--- config.mk ---
export PLATFORM = sky130hd
export DESIGN_NAME = spc_top
export DESIGN_NICKNAME = d
export VERILOG_FILES = /design/src/hw/spc_pkg.sv /design/src/hw/spc_match_marker.sv /design/src/hw/spc_top.sv
export SDC_FILE = /design/constraint.sdc
export NUM_CORES = 1
export LEC_CHECK = 0
export ABC_CLOCK_PERIOD_IN_PS = 4200
export BUFFER_PORTS_ARGS = -buffer_cell sky130_fd_sc_hd__buf_4
export CAP_MARGIN = 20
export CORE_ASPECT_RATIO = 1.1
export CORE_MARGIN = 3
export CORE_UTILIZATION = 30
export DETAILED_ROUTE_END_ITERATION = 8
export REMOVE_ABC_BUFFERS = 1
export SYNTH_ARGS = -nofsm -noshare
export SYNTH_HDL_FRONTEND = slang
export SYNTH_HIERARCHICAL = 1
export SYNTH_SLANG_ARGS = --single-unit
--- constraint.sdc ---
create_clock -name i_clock -period 4.2 [get_ports i_clock]
set_input_delay 0.21 -clock i_clock [delete_from_list [all_inputs] [get_ports i_clock]]
set_output_delay 0.21 -clock i_clock [all_outputs]
set_load 0.02 [all_outputs]
--- src/hw/spc_pkg.sv ---
package spc_pkg;
   // Widths of the position path and of the status objects
   localparam int POS_W = 32;
   localparam int BYTE_W = 8;
   localparam int IDX_W = 16;
   // Object indices of the two status bytes
   localparam logic [IDX_W-1:0] IDX_DIRECTION = 16'h5802;
   localparam logic [IDX_W-1:0] IDX_FLAGS = 16'h5803;
   // Bit positions in the direction byte
   localparam int UP_BIT = 7;
   localparam int DN_BIT = 6;
   // Bit positions in the flags byte
   localparam int MATCH_ONE_BIT = 3;
   localparam int MATCH_TWO_BIT = 4;
   localparam int OVER_BIT = 5;
   localparam int UNDER_BIT = 6;
   // Reset and filler values
   localparam logic [BYTE_W-1:0] BYTE_ZERO = 8'h00;
   localparam logic [POS_W-1:0] POS_ZERO = 32'h0000_0000;

   // Direction byte: all bits but the two indicators read zero
   function automatic logic [BYTE_W-1:0] build_direction(input logic up, input logic dn);
      logic [BYTE_W-1:0] b;
      b = BYTE_ZERO;
      b[UP_BIT] = up;
      b[DN_BIT] = dn;
      return b;
   endfunction : build_direction

   // Flags byte: markers and limit bits, the rest zero
   function automatic logic [BYTE_W-1:0] build_flags(input logic m1, input logic m2,
                                                      input logic ov, input logic un);
      logic [BYTE_W-1:0] b;
      b = BYTE_ZERO;
      b[MATCH_ONE_BIT] = m1;
      b[MATCH_TWO_BIT] = m2;
      b[OVER_BIT] = ov;
      b[UNDER_BIT] = un;
      return b;
   endfunction : build_flags
endpackage : spc_pkg

--- src/hw/spc_match_marker.sv ---
`timescale 1ns/1ps
`default_nettype none
module spc_match_marker (
   input wire logic i_clock,
   input wire logic i_rstn,
   input wire logic i_sample_valid, // New position sample this cycle
   input wire logic i_equal, // Position equals compare value
   input wire logic i_clear, // Clear request, level
   output logic o_marker
);
   // Marker state: the sticky bit and the equality of the last sample
   typedef struct packed {
      logic marker;
      logic equal_held;
   } spc_marker_s;

   spc_marker_s state_reg;
   spc_marker_s state_next;

   // Next state: a new match sets, a clear drops the marker only when no match holds
   always_comb begin
      state_next = state_reg;
      if (i_sample_valid) begin
         state_next.equal_held = i_equal;
      end
      if (i_sample_valid && i_equal) begin
         // Set wins over any clear in the same cycle
         state_next.marker = 1'b1;
      end else if (i_clear && !state_reg.equal_held) begin
         state_next.marker = 1'b0;
      end
      // Otherwise a clear while the match still holds leaves the marker set
   end

   // State register
   always_ff @(posedge i_clock or negedge i_rstn) begin
      if (!i_rstn) begin
         state_reg <= '0;
      end else begin
         state_reg <= state_next;
      end
   end

   assign o_marker = state_reg.marker;

   // A match on a sample sets the marker at the next edge
   property p_match_sets;
      @(posedge i_clock) disable iff (!i_rstn)
      (i_sample_valid && i_equal) |=> o_marker;
   endproperty
   a_match_sets: assert property (p_match_sets) else $error("marker not set after match");

   // A clear with no standing match and no new match drops the marker
   property p_clear_drops;
      @(posedge i_clock) disable iff (!i_rstn)
      (i_clear && !state_reg.equal_held && !(i_sample_valid && i_equal)) |=> !o_marker;
   endproperty
   a_clear_drops: assert property (p_clear_drops) else $error("marker not cleared");

   // A clear while the match still holds keeps the marker
   property p_clear_kept;
      @(posedge i_clock) disable iff (!i_rstn)
      (o_marker && i_clear && state_reg.equal_held) |=> o_marker;
   endproperty
   a_clear_kept: assert property (p_clear_kept) else $error("marker lost while match holds");

   // Without clear the marker is sticky, without match it never rises
   property p_sticky;
      @(posedge i_clock) disable iff (!i_rstn)
      (!i_clear && o_marker) |=> o_marker;
   endproperty
   a_sticky: assert property (p_sticky) else $error("marker dropped without clear");

   property p_no_spurious;
      @(posedge i_clock) disable iff (!i_rstn)
      (!o_marker && !(i_sample_valid && i_equal)) |=> !o_marker;
   endproperty
   a_no_spurious: assert property (p_no_spurious) else $error("marker set without match");

   // Main scenario: set, then cleared
   property p_cov_set_clear;
      @(posedge i_clock) disable iff (!i_rstn)
      o_marker ##1 !o_marker;
   endproperty
   c_set_clear: cover property (p_cov_set_clear);
endmodule : spc_match_marker
`default_nettype wire

--- src/hw/spc_top.sv ---
// Behaviour
// Direction byte: up bit7, down bit6, rest zero
// Up set on rising samples, else cleared
// Down set on falling samples, else cleared
// Flags byte: markers bits3/4, over5, under6
// Over and under bits are live, not latched
// Any write to flags byte clears markers
// Clear ignored while marker's match still holds
// Marker one latches on position equal compare one
// Marker two latches on position equal compare two
// Clear-one process bit resets marker one
// Clear-two process bit resets marker two
// Under bit set when position below lower limit
// Over bit set when position above upper limit
// Results update once per new position sample
`timescale 1ns/1ps
`default_nettype none
module spc_top (
   input wire logic i_clock,
   input wire logic i_rstn,
   input wire logic i_sample_valid, // One-cycle pulse: new position sample
   input wire logic [spc_pkg::POS_W-1:0] i_position, // Current position value
   input wire logic [spc_pkg::POS_W-1:0] i_compare_value_one,
   input wire logic [spc_pkg::POS_W-1:0] i_compare_value_two,
   input wire logic [spc_pkg::POS_W-1:0] i_upper_limit,
   input wire logic [spc_pkg::POS_W-1:0] i_lower_limit,
   input wire logic i_clear_match_one, // Process output clear bit, level
   input wire logic i_clear_match_two, // Process output clear bit, level
   input wire logic i_obj_read, // Object read strobe
   input wire logic i_obj_write, // Object write strobe
   input wire logic [spc_pkg::IDX_W-1:0] i_obj_index, // Object index
   input wire logic [spc_pkg::BYTE_W-1:0] i_obj_wdata, // Written value, ignored
   output logic [spc_pkg::BYTE_W-1:0] o_direction_status_byte, // Process input copy
   output logic [spc_pkg::BYTE_W-1:0] o_compare_limit_flags_byte, // Process input copy
   output logic o_obj_ack, // One-cycle answer to an access
   output logic o_obj_err, // With ack: unmapped index or write to read-only
   output logic [spc_pkg::BYTE_W-1:0] o_obj_rdata // Read value, valid with ack
);
   // All state of the top in one record
   typedef struct packed {
      logic [spc_pkg::POS_W-1:0] prev_position; // Last sample, for direction
      logic have_prev; // First sample has no predecessor
      logic count_up_indicator;
      logic count_down_indicator;
      logic above_upper_limit;
      logic below_lower_limit;
      logic ack;
      logic err;
      logic [spc_pkg::BYTE_W-1:0] rdata;
   } spc_top_s;

   spc_top_s state_reg;
   spc_top_s state_next;

   logic match_marker_one; // Sticky marker outputs, registered in the leaf
   logic match_marker_two;
   logic flags_write; // Any write to the flags object
   logic hit_direction; // Index decode
   logic hit_flags;
   logic [spc_pkg::BYTE_W-1:0] direction_byte;
   logic [spc_pkg::BYTE_W-1:0] flags_byte;

   // Object index decode; the written value is deliberately not looked at
   assign hit_direction = (i_obj_index == spc_pkg::IDX_DIRECTION);
   assign hit_flags = (i_obj_index == spc_pkg::IDX_FLAGS);
   assign flags_write = i_obj_write && hit_flags;

   // Bytes are built only from flops and constant zeros
   assign direction_byte = spc_pkg::build_direction(state_reg.count_up_indicator,
                                                    state_reg.count_down_indicator);
   assign flags_byte = spc_pkg::build_flags(match_marker_one, match_marker_two,
                                            state_reg.above_upper_limit,
                                            state_reg.below_lower_limit);

   // Marker one: cleared by a flags write or its process output bit
   spc_match_marker u_marker_one (
      .i_clock(i_clock),
      .i_rstn(i_rstn),
      .i_sample_valid(i_sample_valid),
      .i_equal(i_position == i_compare_value_one),
      .i_clear(flags_write || i_clear_match_one),
      .o_marker(match_marker_one)
   );

   // Marker two, same structure against the second compare value
   spc_match_marker u_marker_two (
      .i_clock(i_clock),
      .i_rstn(i_rstn),
      .i_sample_valid(i_sample_valid),
      .i_equal(i_position == i_compare_value_two),
      .i_clear(flags_write || i_clear_match_two),
      .o_marker(match_marker_two)
   );

   // Next state: sample evaluation and object access answer
   always_comb begin
      state_next = state_reg;
      state_next.ack = 1'b0;
      state_next.err = 1'b0;
      // Everything derived from the position moves only on a new sample
      if (i_sample_valid) begin
         state_next.prev_position = i_position;
         state_next.have_prev = 1'b1;
         // First sample after reset shows no direction, there is nothing to compare with
         state_next.count_up_indicator = state_reg.have_prev &&
                                         (i_position > state_reg.prev_position);
         state_next.count_down_indicator = state_reg.have_prev &&
                                           (i_position < state_reg.prev_position);
         // Live comparisons, overwritten every sample, never held
         state_next.above_upper_limit = (i_position > i_upper_limit);
         state_next.below_lower_limit = (i_position < i_lower_limit);
      end
      // Access answer one cycle after the strobe; write wins if both are given
      if (i_obj_write) begin
         state_next.ack = 1'b1;
         state_next.err = !hit_flags;
         state_next.rdata = spc_pkg::BYTE_ZERO;
      end else if (i_obj_read) begin
         state_next.ack = 1'b1;
         if (hit_direction) begin
            state_next.rdata = direction_byte;
         end else if (hit_flags) begin
            state_next.rdata = flags_byte;
         end else begin
            // Unmapped index reads zero and flags an error
            state_next.err = 1'b1;
            state_next.rdata = spc_pkg::BYTE_ZERO;
         end
      end
   end

   // State register, constants only under reset
   always_ff @(posedge i_clock or negedge i_rstn) begin
      if (!i_rstn) begin
         state_reg <= '0;
      end else begin
         state_reg <= state_next;
      end
   end

   assign o_direction_status_byte = direction_byte;
   assign o_compare_limit_flags_byte = flags_byte;
   assign o_obj_ack = state_reg.ack;
   assign o_obj_err = state_reg.err;
   assign o_obj_rdata = state_reg.rdata;

   // Unused bits of the direction byte stay zero and both indicators never rise together
   property p_direction_layout;
      @(posedge i_clock) disable iff (!i_rstn)
      (o_direction_status_byte[spc_pkg::DN_BIT-1:0] == '0) &&
      !(o_direction_status_byte[spc_pkg::UP_BIT] && o_direction_status_byte[spc_pkg::DN_BIT]);
   endproperty
   a_direction_layout: assert property (p_direction_layout) else $error("direction byte layout");

   // Rising sample gives up indicator at the next edge
   property p_up;
      @(posedge i_clock) disable iff (!i_rstn)
      (i_sample_valid && state_reg.have_prev) |=>
      (o_direction_status_byte[spc_pkg::UP_BIT] == ($past(i_position) > $past(state_reg.prev_position)));
   endproperty
   a_up: assert property (p_up) else $error("up indicator wrong");

   // Falling sample gives down indicator at the next edge
   property p_down;
      @(posedge i_clock) disable iff (!i_rstn)
      (i_sample_valid && state_reg.have_prev) |=>
      (o_direction_status_byte[spc_pkg::DN_BIT] == ($past(i_position) < $past(state_reg.prev_position)));
   endproperty
   a_down: assert property (p_down) else $error("down indicator wrong");

   // Flags byte zero bits
   property p_flags_layout;
      @(posedge i_clock) disable iff (!i_rstn)
      !o_compare_limit_flags_byte[spc_pkg::UNDER_BIT+1] &&
      (o_compare_limit_flags_byte[spc_pkg::MATCH_ONE_BIT-1:0] == '0);
   endproperty
   a_flags_layout: assert property (p_flags_layout) else $error("flags byte layout");

   // Limit bits follow the last sample exactly
   property p_over;
      @(posedge i_clock) disable iff (!i_rstn)
      i_sample_valid |=> (o_compare_limit_flags_byte[spc_pkg::OVER_BIT] ==
                          ($past(i_position) > $past(i_upper_limit)));
   endproperty
   a_over: assert property (p_over) else $error("over bit wrong");

   property p_under;
      @(posedge i_clock) disable iff (!i_rstn)
      i_sample_valid |=> (o_compare_limit_flags_byte[spc_pkg::UNDER_BIT] ==
                          ($past(i_position) < $past(i_lower_limit)));
   endproperty
   a_under: assert property (p_under) else $error("under bit wrong");

   // Between samples the derived bits do not move
   property p_hold;
      @(posedge i_clock) disable iff (!i_rstn)
      !i_sample_valid |=> $stable(o_direction_status_byte) &&
                          $stable(o_compare_limit_flags_byte[spc_pkg::UNDER_BIT:spc_pkg::OVER_BIT]);
   endproperty
   a_hold: assert property (p_hold) else $error("status moved without sample");

   // A flags write with no standing or new match clears marker one
   property p_write_clears;
      @(posedge i_clock) disable iff (!i_rstn)
      (flags_write && !i_sample_valid && !u_marker_one.state_reg.equal_held) |=>
      !o_compare_limit_flags_byte[spc_pkg::MATCH_ONE_BIT];
   endproperty
   a_write_clears: assert property (p_write_clears) else $error("flags write did not clear");

   // Every access is answered on the next edge only
   property p_ack;
      @(posedge i_clock) disable iff (!i_rstn)
      (i_obj_read || i_obj_write) |=> o_obj_ack;
   endproperty
   a_ack: assert property (p_ack) else $error("access not acknowledged");

   // Main scenarios
   property p_cov_up_then_down;
      @(posedge i_clock) disable iff (!i_rstn)
      o_direction_status_byte[spc_pkg::UP_BIT] ##[1:20] o_direction_status_byte[spc_pkg::DN_BIT];
   endproperty
   c_up_then_down: cover property (p_cov_up_then_down);

   property p_cov_over;
      @(posedge i_clock) disable iff (!i_rstn)
      o_compare_limit_flags_byte[spc_pkg::OVER_BIT] ##1 !o_compare_limit_flags_byte[spc_pkg::OVER_BIT];
   endproperty
   c_over: cover property (p_cov_over);

   property p_cov_flags_write;
      @(posedge i_clock) disable iff (!i_rstn)
      flags_write && o_compare_limit_flags_byte[spc_pkg::MATCH_TWO_BIT];
   endproperty
   c_flags_write: cover property (p_cov_flags_write);
endmodule : spc_top
`default_nettype wire

# Word level (Yosys, flattened, before mapping)

Cells that the tools add are included.

Order comparisons: 4
Equality and inequality tests: 4
Multiplexer cells: 10
Reductions and logical operators: 15

Operators by type and width:

| kind                 | number |
|---|---|
| $eq 32x32->1         | 2 |
| $gt 32x32->1         | 2 |
| $lt 32x32->1         | 2 |
| $eq 16x15->1 const B | 2 |
| $mux 10              | 2 |
| $mux 8               | 1 |
| $logic_and 1x1->1    | 7 |
| $mux 7               | 1 |
| $mux 1               | 6 |
| $reduce_bool 2->1    | 3 |
| $logic_not 1->1      | 3 |
| $logic_or 1x1->1     | 2 |

Bits in registers: 51
Output and inout bits: 26

# Logic depth before layout (Yosys ltp)

Depth in word-level cells: 6
Mapped depth: 8

# Hierarchy

The synthesis kept the hierarchy.

By module, submodules not included:

| module           | instances | cells each | area an instance (um2) |
|---|---|---|---|
| spc_top          | 1         | 589        | 4885.9 |
| spc_match_marker | 2         | 8          | 77.6 |

# Worst setup path before layout

Ideal clock, no wire load.

Path type: register to register
Start: reg state_reg[32] (netlist name)
End: reg state_reg (netlist bit o_direction_status_byte[6])
Library setup time: 0.066 ns
Arrival time: 1.795 ns
Path slack: 2.339 ns
Stages on the path, launching flop included: 8
Path buffers: 0
Path through: dfrtp_1 -> inv_1 -> ha_1 -> a21o_1 -> a221o_1 -> a2111o_1 -> nor4_2 -> a22o_1

Cells in the longest elaborated chain, start to end: 2

Ends and longest elaborated chain:

| what                     | line           | RTL |
|---|---|---|
| start: declaration       | spc_top.sv:52  | `spc_top_s state_reg;` |
| start signal: assignment | spc_top.sv:137 | `state_reg <= state_next;` |
| $lt 32x32->1             | spc_top.sv:108 | `(i_position < state_reg.prev_position);` |
| $logic_and 1x1->1        | spc_top.sv:107 | `state_next.count_down_indicator = state_reg.have_prev &&` |

No other way between the ends.
A chain may end at the register's enable or synchronous reset.

# Worst setup path in the final report

Start: reg state_reg[45] (netlist name)
End: reg state_reg (netlist bit o_direction_status_byte[6])

The elaborated chain is that of the path after synthesis.

==> metrics.txt <==
# TYPE chip_impl_metric gauge
chip_impl_metric{name="synthesis.yosys.warnings",unit=""} 6
chip_impl_metric{name="final_layout_size_suffix_gt1_share",unit="%"} 26.4
chip_impl_metric{name="grt_first_pass_wirelength",unit="um"} 25400
chip_impl_metric{name="finalCriticalPeriod",unit="ps"} 2030
chip_impl_info{name="clock-root-buffer",value="sky130_fd_sc_hd__clkbuf_16"} 1
chip_impl_metric{name="routed_wire_length",unit="um"} 16400
chip_impl_metric{name="buffer_ports.inserted",unit=""} 195
chip_impl_metric{name="postSynthCellCount",unit=""} 605
chip_impl_metric{name="netlist_area",unit="mm^2"} 0.00504
chip_impl_metric{name="tightest_slew",unit="ps"} 714
chip_impl_metric{name="setup_viols_final",unit=""} 0
chip_impl_metric{name="wl_per_cell",unit="um"} 16.6
chip_impl_metric{name="dieHeight",unit="um"} 142
chip_impl_info{name="timing.rr.start",value="state_reg[45]"} 1
chip_impl_info{name="cts_tree",value="built"} 1
chip_impl_metric{name="critical_path_peak_fanout",unit=""} 3
chip_impl_metric{name="rows",unit=""} 49
chip_impl_metric{name="cts.reportedPaths.clkPinSlew",unit="ps"} 70
chip_impl_metric{name="ant_nets",unit=""} 0
chip_impl_metric{name="cts_inserted_buffers",unit=""} 5
chip_impl_metric{name="setup.reg_to_reg.worst_slack",unit="ps"} 2170
chip_impl_metric{name="synthDistinctLibCells",unit=""} 42
chip_impl_metric{name="remaining_drcs",unit=""} 0
chip_impl_info{name="critical_path.startpoint_type",value="flip-flop"} 1
chip_impl_metric{name="setup-tns-final",unit="ps"} 0
chip_impl_info{name="synth_flop_cell",value="sky130_fd_sc_hd__dfrtp_1"} 1
chip_impl_info{name="min-delay-path-class",value="input pin to flip-flop"} 1
chip_impl_metric{name="synth_seq_area_share",unit="%"} 23.8
chip_impl_metric{name="drt_iter0_markers",unit=""} 219
chip_impl_info{name="critPathCaptureType",value="flip-flop"} 1
chip_impl_metric{name="clk_lat_worst_skew",unit="ps"} 290
chip_impl_metric{name="die-width",unit="um"} 130
chip_impl_info{name="path_class",value="flip-flop to flip-flop"} 1
chip_impl_metric{name="dieArea",unit="mm^2"} 0.0184
chip_impl_info{name="status",value="completed"} 1
chip_impl_metric{name="num-nets-final",unit=""} 1072
chip_impl_metric{name="slew-limit-headroom",unit="%"} 52.0
chip_impl_metric{name="grt-ovfl-total",unit=""} 0
chip_impl_metric{name="antenna_cells",unit=""} 0
chip_impl_metric{name="drt-pass1-iter-count",unit=""} 4
chip_impl_metric{name="cts_htree_levels",unit=""} 2
chip_impl_metric{name="max-clock-path-buffers",unit=""} 2
chip_impl_metric{name="grt_usage",unit="%"} 17.8
chip_impl_metric{name="slew_viol_final",unit=""} 0
chip_impl_metric{name="post_synth.cell_area_avg",unit="um^2"} 8.33
chip_impl_metric{name="power_density",unit="mW/mm^2"} 223
chip_impl_metric{name="postSynthRegisterBits",unit=""} 48
chip_impl_metric{name="cts_sinks",unit=""} 48
chip_impl_info{name="grt_setup_unrepaired",value="false"} 1
chip_impl_metric{name="fraction_of_the_cycle_the_final_worst_path_needs",unit="%"} 48.3
chip_impl_metric{name="coreArea",unit="mm^2"} 0.0164
chip_impl_metric{name="largest_reg_flops",unit=""} 33
chip_impl_metric{name="hold_viol_final",unit=""} 0
chip_impl_metric{name="cts_post_setup_buffers_inserted",unit=""} 0
chip_impl_metric{name="floorplan.initialDensity",unit="%"} 30.7
chip_impl_metric{name="post_cts_resized",unit=""} 0
chip_impl_metric{name="irDropWorstVdd",unit="uV"} 129
chip_impl_metric{name="first_global_vias",unit=""} 4809
chip_impl_metric{name="hold_depth",unit=""} 2
chip_impl_metric{name="io_pins",unit=""} 217
chip_impl_metric{name="final_cell_area",unit="mm^2"} 0.00676
chip_impl_metric{name="fmax",unit="GHz"} 0.493
chip_impl_metric{name="layout-area-overhead-vs-synth",unit="%"} 34.1
chip_impl_info{name="worst_setup_path_endpoint",value="o_direction_status_byte[6]"} 1
chip_impl_metric{name="p_leak",unit="nW"} 3.61
chip_impl_metric{name="finalClockSkew",unit="ps"} 1.74
chip_impl_metric{name="dpl-instance-area",unit="mm^2"} 0.00659
chip_impl_metric{name="route.detailed.vias_per_inst",unit=""} 4.67
chip_impl_metric{name="via_count",unit=""} 4629
chip_impl_metric{name="max_cap_violations",unit=""} 0
chip_impl_metric{name="antenna_found_initial",unit=""} 1
chip_impl_metric{name="register_to_register_path_depth",unit=""} 8
chip_impl_metric{name="place_hpwl",unit="um"} 13800
chip_impl_metric{name="arrival",unit="ps"} 2210
chip_impl_metric{name="asyncSetResetFlopFracSynth",unit="%"} 100
chip_impl_info{name="r2r_end",value="o_direction_status_byte[6]"} 1
chip_impl_info{name="worstSetupStartpoint",value="state_reg[45]"} 1
chip_impl_metric{name="number_of_enable_flip_flop_cells_after_synthesis",unit=""} 0
chip_impl_metric{name="grt_max_degree",unit=""} 74
chip_impl_metric{name="gp_routability_congestion",unit=""} 0.847
chip_impl_metric{name="cp.required",unit="ps"} 4380
[metrics by stage]
stage	hold WS (ps)	setup WS, ps	total power [W]	instances	util, %
after detailed placement	284	2110	0.00107	982	40.1
final	145	2170	0.00151	991	41.2
after CTS	140	2150	0.00153	991	41.2
after floorplan	-85.6	2340	0.000781	583	-
after global placement	289	2110	0.00106	982	40.1
after global routing	145	1990	0.00162	991	41.2
[power by group]
group,switching (W),internal (W),leakage (nW)
logic,0.000278,0.000263,2.94
registers,0.0000149,0.000496,0.591
clock network,0.000178,0.000281,0.0808
[worst max-delay path, cell delays in order (launching register included)]
cell	delay (ps)
sky130_fd_sc_hd__dfrtp_1	330
sky130_fd_sc_hd__inv_1	50
sky130_fd_sc_hd__ha_1	310
sky130_fd_sc_hd__nand4_1	170
sky130_fd_sc_hd__nor3_1	320
sky130_fd_sc_hd__nand4_1	190
sky130_fd_sc_hd__a31oi_1	260
sky130_fd_sc_hd__nor4_2	100
sky130_fd_sc_hd__a22o_1	180
[Yosys cell counts, types with 13 or more instances]
| library cell | count | area share, % |
|---|---|---|
| sky130_fd_sc_hd__nand2_1 | 42 | 3.1 |
| sky130_fd_sc_hd__ha_1 | 95 | 24 |
| sky130_fd_sc_hd__nor4_1 | 20 | 2.5 |
| sky130_fd_sc_hd__inv_1 | 100 | 7.4 |
| sky130_fd_sc_hd__a21oi_1 | 39 | 3.9 |
| sky130_fd_sc_hd__nand3_1 | 13 | 1.3 |
| sky130_fd_sc_hd__nand4_1 | 27 | 3.4 |
| sky130_fd_sc_hd__xor2_1 | 64 | 11 |
| sky130_fd_sc_hd__buf_4 | 24 | 3.6 |
| sky130_fd_sc_hd__a21o_1 | 17 | 2.5 |
| sky130_fd_sc_hd__o21ai_0 | 39 | 3.9 |
| sky130_fd_sc_hd__dfrtp_1 | 48 | 24 |
[repair_timing]
item	in CTS	in global routing
hold buffers	1	0
endpoints found under the hold margin	48	0
setup endpoints to repair	0	0
[logic make-up (layout without fill, tap and decap cells)]
group,after synthesis,count (layout),share of synthesized area (%)
buffers and inverters,134,304,11.8
adder cells (fa/ha/maj),95,95,23.6
AND/OR/NAND/NOR,140,140,14.9
multiplexers,2,2,0.447
other,1,13,0.0744
AO/OA/AOI/OAI,121,121,14.2
flip-flops,48,48,23.8
XOR/XNOR,64,64,11.1
[worst min-delay path by stage]
| stage | startpoint | end | slack, ps |
|---|---|---|---|
| after CTS | i_obj_write | o_obj_rdata[7] | 140 |
| after detailed placement | i_rstn | state_reg[39] | 280 |
| after floorplan | i_rstn | o_compare_limit_flags_byte[5] | -90 |
| after global routing | i_obj_write | o_obj_rdata[3] | 150 |
| after global placement | i_rstn | state_reg[39] | 290 |
| final | i_obj_write | o_obj_rdata[7] | 140 |
[layout by cell type (no fill, tap or decap), types with 2 or more instances in the layout]
cell and n:
sky130_fd_sc_hd__o41ai_1 2, sky130_fd_sc_hd__a211oi_1 3, sky130_fd_sc_hd__nor2_1 7, sky130_fd_sc_hd__o211ai_1 3, sky130_fd_sc_hd__nand3_1 13, sky130_fd_sc_hd__a2111o_1 2, sky130_fd_sc_hd__a31oi_1 3, sky130_fd_sc_hd__a221oi_1 2
sky130_fd_sc_hd__nand2_1 42, sky130_fd_sc_hd__mux2_2 2, sky130_fd_sc_hd__nor2b_1 7, sky130_fd_sc_hd__nor4_1 20, sky130_fd_sc_hd__inv_1 100, sky130_fd_sc_hd__buf_4 195, sky130_fd_sc_hd__a21oi_1 39, sky130_fd_sc_hd__a21o_1 17
sky130_fd_sc_hd__clkbuf_16 5, sky130_fd_sc_hd__a2111oi_0 3, sky130_fd_sc_hd__nand4_1 27, sky130_fd_sc_hd__conb_1 13, sky130_fd_sc_hd__nand4b_1 2, sky130_fd_sc_hd__xor2_1 64, sky130_fd_sc_hd__nand2b_1 9, sky130_fd_sc_hd__ha_1 95
sky130_fd_sc_hd__dfrtp_1 48, sky130_fd_sc_hd__or2_2 2, sky130_fd_sc_hd__nor3_1 3, sky130_fd_sc_hd__o21ai_0 39, sky130_fd_sc_hd__o21ai_1 4
[area by class of cell]
cell class / instances / area (um^2)
clock inverter: 2 / 35.0
sequential: 48 / 1200
timing repair buffer: 196 / 1470
multi-input combinational: 435 / 3290
inverter: 100 / 375
tap: 204 / 255
clock buffer: 6 / 129
fill: 1684 / 9670
[routing by layer]
metal  global-route usage, %  wire (um)
met1                    22.4       6980
met2                    30.8       7850
met3                    4.58       1310
met4                    3.83        276
met5                       0         13
Note: power is estimated with default switching activity, not from simulation.
